===== src/adv_selftest_pkg.sv =====
package adv_selftest_pkg;

    localparam int ADDR_W = 14;
    localparam int DATA_W = 16;
    localparam int NUM_STREAMS = 32;

    // Register offsets
    localparam logic [13:0] ADV_BASE_OFS = 14'h00A3;
    localparam logic [13:0] ADV_LAST_OFS = 14'h00C2;
    localparam logic [13:0] SELF_TEST_OFS = 14'h014D;
    localparam logic [13:0] RATE_OFS = 14'h1001;
    localparam logic [13:0] IDENT_OFS = 14'h3FFF;

    // Field positions
    localparam int ENABLE_BIT = 12;
    localparam int RATE_LSB = 1;
    localparam int REV_LSB = 4;

    // One start/done/pass triple per memory, start bit positions
    localparam int BP_DATA_START_BIT = 11;
    localparam int LOC_DATA_START_BIT = 8;
    localparam int BP_CONN_START_BIT = 5;
    localparam int LOC_CONN_START_BIT = 2;

    // Reset values
    localparam logic [1:0] ADV_RESET = 2'h0;
    localparam logic [1:0] RATE_RESET = 2'h0;

    // Advance per code step in system clock cycles
    localparam int ADV_STEP_CYCLES = 2;

    typedef enum logic [1:0] {
        RATE_2M = 2'b00,
        RATE_4M = 2'b01,
        RATE_8M = 2'b10,
        RATE_16M = 2'b11
    } stream_rate_e;

    typedef enum logic [1:0] {
        MT_IDLE = 2'b00,
        MT_RUN = 2'b01,
        MT_DONE = 2'b10
    } mem_test_state_e;

    typedef struct packed {
        logic sel;
        logic wr;
        logic [13:0] addr;
        logic [15:0] wdata;
    } cpu_req_s;

    typedef struct packed {
        logic [3:0] start;
        logic [3:0] done;
        logic [3:0] pass;
    } mem_test_s;

endpackage : adv_selftest_pkg


===== src/switch_output_adv_selftest_regs.sv =====
`timescale 1ns/1ps
module switch_output_adv_selftest_regs
    import adv_selftest_pkg::*;
#(
    parameter int STREAMS = NUM_STREAMS,
    // Arbitrary neutral identification values
    parameter logic [3:0] SILICON_REVISION = 4'h5,
    parameter logic [2:0] PART_CODE = 3'h2
) (
    input wire logic ref_clk,
    input wire logic sys_rst,
    input wire cpu_req_s cpu_req,
    output logic [15:0] cpu_rdata,
    output logic [2*STREAMS-1:0] backplane_adv_code,
    output logic [3*STREAMS-1:0] backplane_adv_cycles,
    output logic self_test_enable,
    output logic [3:0] mem_test_start_pulse,
    input wire logic [3:0] mem_test_finish,
    input wire logic [3:0] mem_test_result,
    output logic [1:0] stream_rate_code
);

    // The address window holds exactly this many advancement registers
    if (STREAMS != NUM_STREAMS) begin : g_bad_streams
        $error("STREAMS must match the register block span");
    end

    logic [1:0] adv_r [STREAMS];
    logic enable_r;
    logic [3:0] start_r;
    logic [3:0] done_r;
    logic [3:0] pass_r;
    logic [1:0] rate_r;
    logic [3:0] start_launch;
    logic [15:0] self_test_word;
    logic [15:0] rdata_nxt;
    logic [15:0] rdata_r;
    logic adv_hit;
    logic [13:0] adv_index;
    logic wr_en;

    assign wr_en = cpu_req.sel && cpu_req.wr;
    assign adv_index = cpu_req.addr - ADV_BASE_OFS;
    assign adv_hit = (cpu_req.addr >= ADV_BASE_OFS)
        && (cpu_req.addr <= ADV_LAST_OFS);

    // Advancement registers, reserved bits dropped
    always_ff @(posedge ref_clk) begin
        if (sys_rst) begin
            for (int i = 0; i < STREAMS; i++) begin
                adv_r[i] <= ADV_RESET;
            end
        end else if (wr_en && adv_hit) begin
            adv_r[adv_index[4:0]] <= cpu_req.wdata[1:0];
        end
    end

    // Code to advance count per stream; zero keeps frame alignment
    always_comb begin
        for (int i = 0; i < STREAMS; i++) begin
            backplane_adv_code[2*i +: 2] = adv_r[i];
            backplane_adv_cycles[3*i +: 3] =
                3'(adv_r[i]) * 3'(ADV_STEP_CYCLES);
        end
    end

    // Enable bit; start edges only count if enable was already high
    always_ff @(posedge ref_clk) begin
        if (sys_rst) begin
            enable_r <= 1'b0;
        end else if (wr_en && cpu_req.addr == SELF_TEST_OFS) begin
            enable_r <= cpu_req.wdata[ENABLE_BIT];
        end
    end

    always_comb begin
        mem_test_s w;
        w = '0;
        w.start = {cpu_req.wdata[BP_DATA_START_BIT],
                   cpu_req.wdata[LOC_DATA_START_BIT],
                   cpu_req.wdata[BP_CONN_START_BIT],
                   cpu_req.wdata[LOC_CONN_START_BIT]};
        start_launch = '0;
        if (wr_en && cpu_req.addr == SELF_TEST_OFS && enable_r
            && cpu_req.wdata[ENABLE_BIT]) begin
            start_launch = w.start & ~start_r;
        end
    end

    always_ff @(posedge ref_clk) begin
        if (sys_rst) begin
            start_r <= 4'h0;
        end else if (wr_en && cpu_req.addr == SELF_TEST_OFS) begin
            start_r <= {cpu_req.wdata[BP_DATA_START_BIT],
                        cpu_req.wdata[LOC_DATA_START_BIT],
                        cpu_req.wdata[BP_CONN_START_BIT],
                        cpu_req.wdata[LOC_CONN_START_BIT]};
        end
    end

    assign mem_test_start_pulse = start_launch;
    assign self_test_enable = enable_r;

    // Done and pass set from the engines; a start pulse or a low enable clears them, but an engine finish in the same cycle wins
    always_ff @(posedge ref_clk) begin
        if (sys_rst) begin
            done_r <= 4'h0;
            pass_r <= 4'h0;
        end else begin
            for (int m = 0; m < 4; m++) begin
                if (mem_test_finish[m]) begin
                    done_r[m] <= 1'b1;
                    pass_r[m] <= mem_test_result[m];
                end else if (start_launch[m] || !enable_r) begin
                    done_r[m] <= 1'b0;
                    pass_r[m] <= 1'b0;
                end
            end
        end
    end

    always_ff @(posedge ref_clk) begin
        if (sys_rst) begin
            rate_r <= RATE_RESET;
        end else if (wr_en && cpu_req.addr == RATE_OFS) begin
            rate_r <= cpu_req.wdata[RATE_LSB +: 2];
        end
    end

    assign stream_rate_code = rate_r;

    always_comb begin
        self_test_word = '0;
        self_test_word[ENABLE_BIT] = enable_r;
        self_test_word[11:9] = {start_r[3], done_r[3], pass_r[3]};
        self_test_word[8:6] = {start_r[2], done_r[2], pass_r[2]};
        self_test_word[5:3] = {start_r[1], done_r[1], pass_r[1]};
        self_test_word[2:0] = {start_r[0], done_r[0], pass_r[0]};
    end

    // Read mux; unmapped addresses read zero
    always_comb begin
        rdata_nxt = '0;
        if (adv_hit) begin
            rdata_nxt[1:0] = adv_r[adv_index[4:0]];
        end else if (cpu_req.addr == SELF_TEST_OFS) begin
            rdata_nxt = self_test_word;
        end else if (cpu_req.addr == RATE_OFS) begin
            rdata_nxt[RATE_LSB +: 2] = rate_r;
        end else if (cpu_req.addr == IDENT_OFS) begin
            rdata_nxt[REV_LSB +: 4] = SILICON_REVISION;
            rdata_nxt[2:0] = PART_CODE;
        end
    end

    always_ff @(posedge ref_clk) begin
        if (sys_rst) begin
            rdata_r <= 16'h0000;
        end else if (cpu_req.sel && !cpu_req.wr) begin
            rdata_r <= rdata_nxt;
        end
    end

    assign cpu_rdata = rdata_r;

endmodule : switch_output_adv_selftest_regs


===== config.mk =====
export PLATFORM = sky130hd
export DESIGN_NAME = switch_output_adv_selftest_regs
export DESIGN_NICKNAME = d
export VERILOG_FILES = /design/src/adv_selftest_pkg.sv /design/src/switch_output_adv_selftest_regs.sv
export SDC_FILE = /design/constraint.sdc
export NUM_CORES = 1
export LEC_CHECK = 0
export BUFFER_PORTS_ARGS = -buffer_cell sky130_fd_sc_hd__buf_2
export CAP_MARGIN = 30
export CORE_AREA = 2 2 98 194
export DETAILED_ROUTE_END_ITERATION = 10
export DIE_AREA = 0 0 100 196
export GPL_TIMING_DRIVEN = 0
export PLACE_DENSITY = 0.68
export SETUP_SLACK_MARGIN = 0.3
export SLEW_MARGIN = 5
export SYNTH_ARGS = -nofsm -noshare
export SYNTH_HDL_FRONTEND = slang
export SYNTH_SLANG_ARGS = --single-unit

===== constraint.sdc =====
create_clock -name ref_clk -period 2.8 [get_ports ref_clk]
set_input_delay 0.56 -clock ref_clk [delete_from_list [all_inputs] [get_ports ref_clk]]
set_output_delay 0.56 -clock ref_clk [all_outputs]
set_load 0.1 [all_outputs]

## Word level (Yosys, flattened, before mapping)

Memories as Yosys holds them, arrays and structs flattened.
Index checks and enable logic that the tools add are counted.

| storage, ports and cells | value |
|---|---|
| flip-flop bits (word level) | 31 |
| bits in latches | 0 |
| RAM bits | 64 |
| memory bits (read-only) | 0 |
| output and inout port bits | 183 |
| word-level logic and storage cells | 72 |
| memories | 1 |

| cells by class | value |
|---|---|
| add/subtract/negate cells | 1 |
| $mul | 0 |
| div/mod/pow operators | 0 |
| magnitude comparators | 2 |
| eq/ne operators | 3 |
| shift operators | 0 |
| mux-type cells | 32 |
| bitwise operators | 2 |
| reduce and logical (&&, ||, !) cells | 19 |

Memories:

| name | depth | bits a word | read ports | clocked after memory_dff | write ports | line | source |
|---|---|---|---|---|---|---|---|
| adv_r | 32 | 2 | 33 | 0 | 32 | switch_output_adv_selftest_regs.sv:28 | `logic [1:0] adv_r [STREAMS];` |

Operators with widths:

| kind | number |
|---|---|
| $mux 1 | 20 |
| $eq 14x13->1 const B | 1 |
| $eq 14x14->1 const B | 1 |
| $eq 14x9->1 const B | 1 |
| $ge 14x8->1 const B | 1 |
| $le 14x8->1 const B | 1 |
| $mux 14 | 1 |
| $mux 4 | 3 |
| $mux 5 | 2 |
| $logic_and 1x1->1 | 8 |
| $mux 2 | 4 |
| $reduce_bool 2->1 | 4 |
| $mux 3 | 2 |
| $sub 5x2->5 const B | 1 |
| $and 4x4->4 | 1 |
| $logic_or 1x1->1 | 4 |
| $not 4->4 | 1 |
| $logic_not 1->1 | 2 |
| $reduce_or 2->1 | 1 |

## Depth between registers and ports, before layout

| logic depth | value |
|---|---|
| depth after elaboration | 8 |
| mapped depth | 8 |
| depth with buffers taken out | 8 |

## Worst setup path before layout

OpenSTA, ideal clock, no wires.

| timing path | value |
|---|---|
| path kind | input-to-output |
| start | input port cpu_req[17] (netlist name) |
| end | output port mem_test_start_pulse[0] |
| data arrival time | 4.286 ns |
| required time | 2.240 ns |
| path slack | -2.046 ns |
| stages | 7 |
| cells stage by stage | inv_1 > ha_1 > or4b_1 > nor4_1 > and4_1 > nand2_1 > nor3b_1 |

| on the way | value |
|---|---|
| cells in the longest elaborated chain, start to end | 5 |

RTL lines:

| item | line | source |
|---|---|---|
| start, declared | switch_output_adv_selftest_regs.sv:12 | `input wire cpu_req_s cpu_req,` |
| $eq 14x9->1 | switch_output_adv_selftest_regs.sv:84 | `if (wr_en && cpu_req.addr == SELF_TEST_OFS && enable_r` |
| $logic_and 1x1->1 (2 in series) | switch_output_adv_selftest_regs.sv:84 |  |
| $logic_and 1x1->1 | switch_output_adv_selftest_regs.sv:85 | `&& cpu_req.wdata[ENABLE_BIT]) begin` |
| $mux 4 | switch_output_adv_selftest_regs.sv:84 |  |
| end, declared | switch_output_adv_selftest_regs.sv:17 | `output logic [3:0] mem_test_start_pulse,` |

No other way between the ends.

## Worst setup path after layout

| timing path | value |
|---|---|
| start | input port cpu_req[17] (netlist name) |
| end | output port mem_test_start_pulse[1] |

Same word-level chain as after synthesis.

==> flow_summary.yaml <==
routing:
  first_pass_iters: 5
  num_vias: 4795
  routed_wl_um: 18000
  wl_per_cell_um: 17.9
  drtIter0Drc: 356
  avgViaCountPerCell: 4.78
  antenna_left: 0
  remaining_drc_errors: 0
synth:
  synth_seq_cells: 92
  syn_avg_cell_area_um2: 10.0
  synth_edf_count: 64
  postSynthCellCount: 548
  synth_area_um2: 5480
  ys_types: 56
  synth_warnings: 0
  async_flop_share: 0
  ys.flop_type: "edfxtp_1"
  ys_seq_area_frac: 0.453
power_and_ir_drop:
  vdd_drop_max_mv: 0.284
  pwr-share-clk: 0.289
  intPower_w: 0.00250
  switching_share: 0.415
  power.density_nw_per_um2: 567
  power_leakage_nw: 3.37
  p_seq_frac: 0.366
  power_frac_comb: 0.345
  fin_total_pwr_w: 0.00428
  p_sw_w: 0.00177
cells_and_area:
  area_delta_synth_final_pct: 37.5
  final_cell_mix: "172 x buf_2, 109 x buf_4, 98 x nor2_1"
  drive_gt1_frac: 0.462
  final_nets: 829
  layout_commonest_cell: "buf_2"
  diodes: 0
  fillers: 1770
grt:
  grt_util_met3: 0.0257
  grt-busiest-layer: "met2"
  overflow: 0
  grt_pass1_wl_um: 26600
  grt_pass1_vias: 4761
  use_met2: 0.356
  antenna_found_initial: 0
  grt_usage: 0.183
  grt_start_max_net_pins: 17
  grt_use_met1: 0.175
worst_setup_path:
  r2r_start: "adv_r[26][0]"
  ff2ff_setup_slack_ns: 0.80
  cp_slowest_cell: "or4b_4"
  cp_max_fo: 4
  crit_type: "primary input to output pin"
  path_cells: "buf_12 -> inv_16 -> ha_4 -> or4b_4 -> nor4_4 -> and4_4 -> nand2_8 -> nor3b_4 -> buf_12"
  critPathMaxStageDelay_ns: 0.48
  r2r_end: "cpu_rdata[0]"
  critPathArrivalTime_ns: 2.37
  startpoint_type: "primary input"
  crit_path_frequent_cell: "buf_12"
  required_ns: 2.24
  end_kind: "output pin"
  r2r_cells: 6
sta:
  slew_headroom: 0.512
  clock_skew_ns: 0.00792
  final-max-slew-violation-count: 0
  worstMarginPinSlew_ns: 0.732
  rsz0062_at_grt: "true"
  setup_viol: 4
  hold_viol: 0
  fmax_mhz: 341
  setup_ws_ns: -0.131
  timing.final.crit_share: 1.05
  period_needed_ns: 2.93
floorplanning:
  die_h_um: 196
  die-area_um2: 19600
  num_rows: 70
  initial_core_util: 0.301
  ioPinCount: 225
  dieWidth_um: 100
  core_um2: 18200
clock_network:
  max-clock-path-buffers: 2
  cts_buffers: 9
  h-tree-depth: 3
  cts_tree: "yes"
  clk_pin_slew_ns: 0.07
  clock_sinks: 92
  hold_buffers: 0
  clockRootBuffer: "clkbuf_16"
  clock_latency_ns: 0.35
worst_hold_path:
  hp-start: "mem_test_finish[0]"
  min_to: "done_r[0]"
  hp-class: "primary input to register"
  hold_path_depth: 3
job:
  drv_cap: 0
outcome:
  failed_checks: "setup timing"
  status: "finished, violations left"
placed_design:
  pre_cts_slack_ns: -0.724
  place_congestion: 0.977
  dp_hpwl_um: 14300
  port_buffers: 178
flip-flops by register name (all words and copies together), names as in the netlist:
register	flops
self_test_enable	1
cpu_rdata	13
start_r	4
stream_rate_code	2
done_r	4
pass_r	4
adv_r	64
cells by family (layout without fill, tap and decap cells):
| family | count (synthesis) | after routing | synth area share |
|---|---|---|---|
| compound gates | 82 | 82 | 0.108 |
| fa+ha+maj | 4 | 4 | 0.00913 |
| simple gates | 203 | 203 | 0.180 |
| other cells | 1 | 35 | 0.000684 |
| buf+inv | 133 | 339 | 0.166 |
| mux | 33 | 33 | 0.0831 |
| flops | 92 | 92 | 0.453 |
what timing repair did:
| action | in CTS | in global routing |
|---|---|---|
| buffers inserted | 10 | 2 |
| hold endpoints to repair | 0 | 0 |
| setup endpoints to repair | 75 | 89 |
| gates resized for setup | 62 | 6 |
| pin swaps | 12 | 3 |
power groups by stage:
| stage | clock network [W] | registers (W) | logic (W) |
|---|---|---|---|
| final | 0.00124 | 0.00156 | 0.00148 |
| after global placement | 0 | 0.00159 | 0.00145 |
| after floorplan | 0 | 0.00195 | 0.000872 |
| after CTS | 0.00125 | 0.00157 | 0.00147 |
| after global routing | 0.00130 | 0.00157 | 0.00152 |
| after detailed placement | 0 | 0.00160 | 0.00145 |
per-stage QoR:
| stage | cells | util | area (um^2) | hold WS, ns | setup TNS, ns |
|---|---|---|---|---|---|
| after floorplan | 582 | - | 5720 | 0.455 | -2.27 |
| after global placement | 976 | 0.378 | 6880 | 0.443 | -14.74 |
| after detailed placement | 976 | 0.378 | 6880 | 0.452 | -11.95 |
| after CTS | 1002 | 0.412 | 7500 | 0.443 | -0.392 |
| after global routing | 1004 | 0.414 | 7540 | 0.477 | -0.727 |
| final | 1004 | 0.414 | 7540 | 0.453 | -0.473 |
how the worst max path moves through the flow:
stage,from,endpoint,cells after the start
floorplan,cpu_req[17],mem_test_start_pulse[0],7
global placement,cpu_req[16],mem_test_start_pulse[0],8
detailed placement,cpu_req[16],cpu_rdata[0],8
CTS,cpu_req[17],mem_test_start_pulse[1],9
global route,cpu_req[17],mem_test_start_pulse[1],9
finish,cpu_req[17],mem_test_start_pulse[1],9
final cells by class:
class	instances	area, um^2	share of cell area
inverter	6	38.8	0.00514
clock buffer	10	229	0.0304
clock inverter	6	70.1	0.00929
tap	216	270	0.0358
buffer	127	930	0.123
sequential	92	2480	0.329
timing repair buffer	190	1090	0.144
multi-input combinational	357	2430	0.322
routing by layer:
metal | share of wire | vias up
met5 | 0 | -
met4 | 0.059 | 0
met3 | 0.054 | 56
met2 | 0.56 | 230
met1 | 0.32 | 2229
li1 | - | 2280
synthesized netlist by cell type (3+ instances only):
cell | n | area share
nand3b_1 | 4 | 0.0055
a21oi_1 | 9 | 0.0082
a221oi_1 | 4 | 0.0064
inv_1 | 6 | 0.0041
nand3_1 | 6 | 0.0055
nor2_1 | 98 | 0.067
mux2i_1 | 23 | 0.042
nor4_1 | 3 | 0.0034
a21o_1 | 24 | 0.033
and2_0 | 4 | 0.0046
nand4_1 | 4 | 0.0046
clkbuf_1 | 15 | 0.010
buf_4 | 99 | 0.14
nand2_1 | 35 | 0.024
buf_6 | 4 | 0.0082
a31oi_1 | 6 | 0.0068
nand4b_1 | 4 | 0.0064
buf_2 | 6 | 0.0055
nor3b_1 | 4 | 0.0055
nand2b_1 | 7 | 0.0080
edfxtp_1 | 64 | 0.35
mux4_2 | 10 | 0.041
nor2b_1 | 6 | 0.0068
nor3_1 | 12 | 0.011
dfxtp_1 | 28 | 0.10
o21bai_1 | 8 | 0.011
a22oi_1 | 10 | 0.014
nand2_2 | 4 | 0.0046
o21ai_0 | 7 | 0.0064
ha_1 | 4 | 0.0091
critical path, delay by kind of cell:
family                   cells  cell delay (ns)
adder cells (fa/ha/maj)      1             0.12
buffers and inverters        3             0.36
AND/OR/NAND/NOR              5             1.32
(Power assumes the default switching activity.)
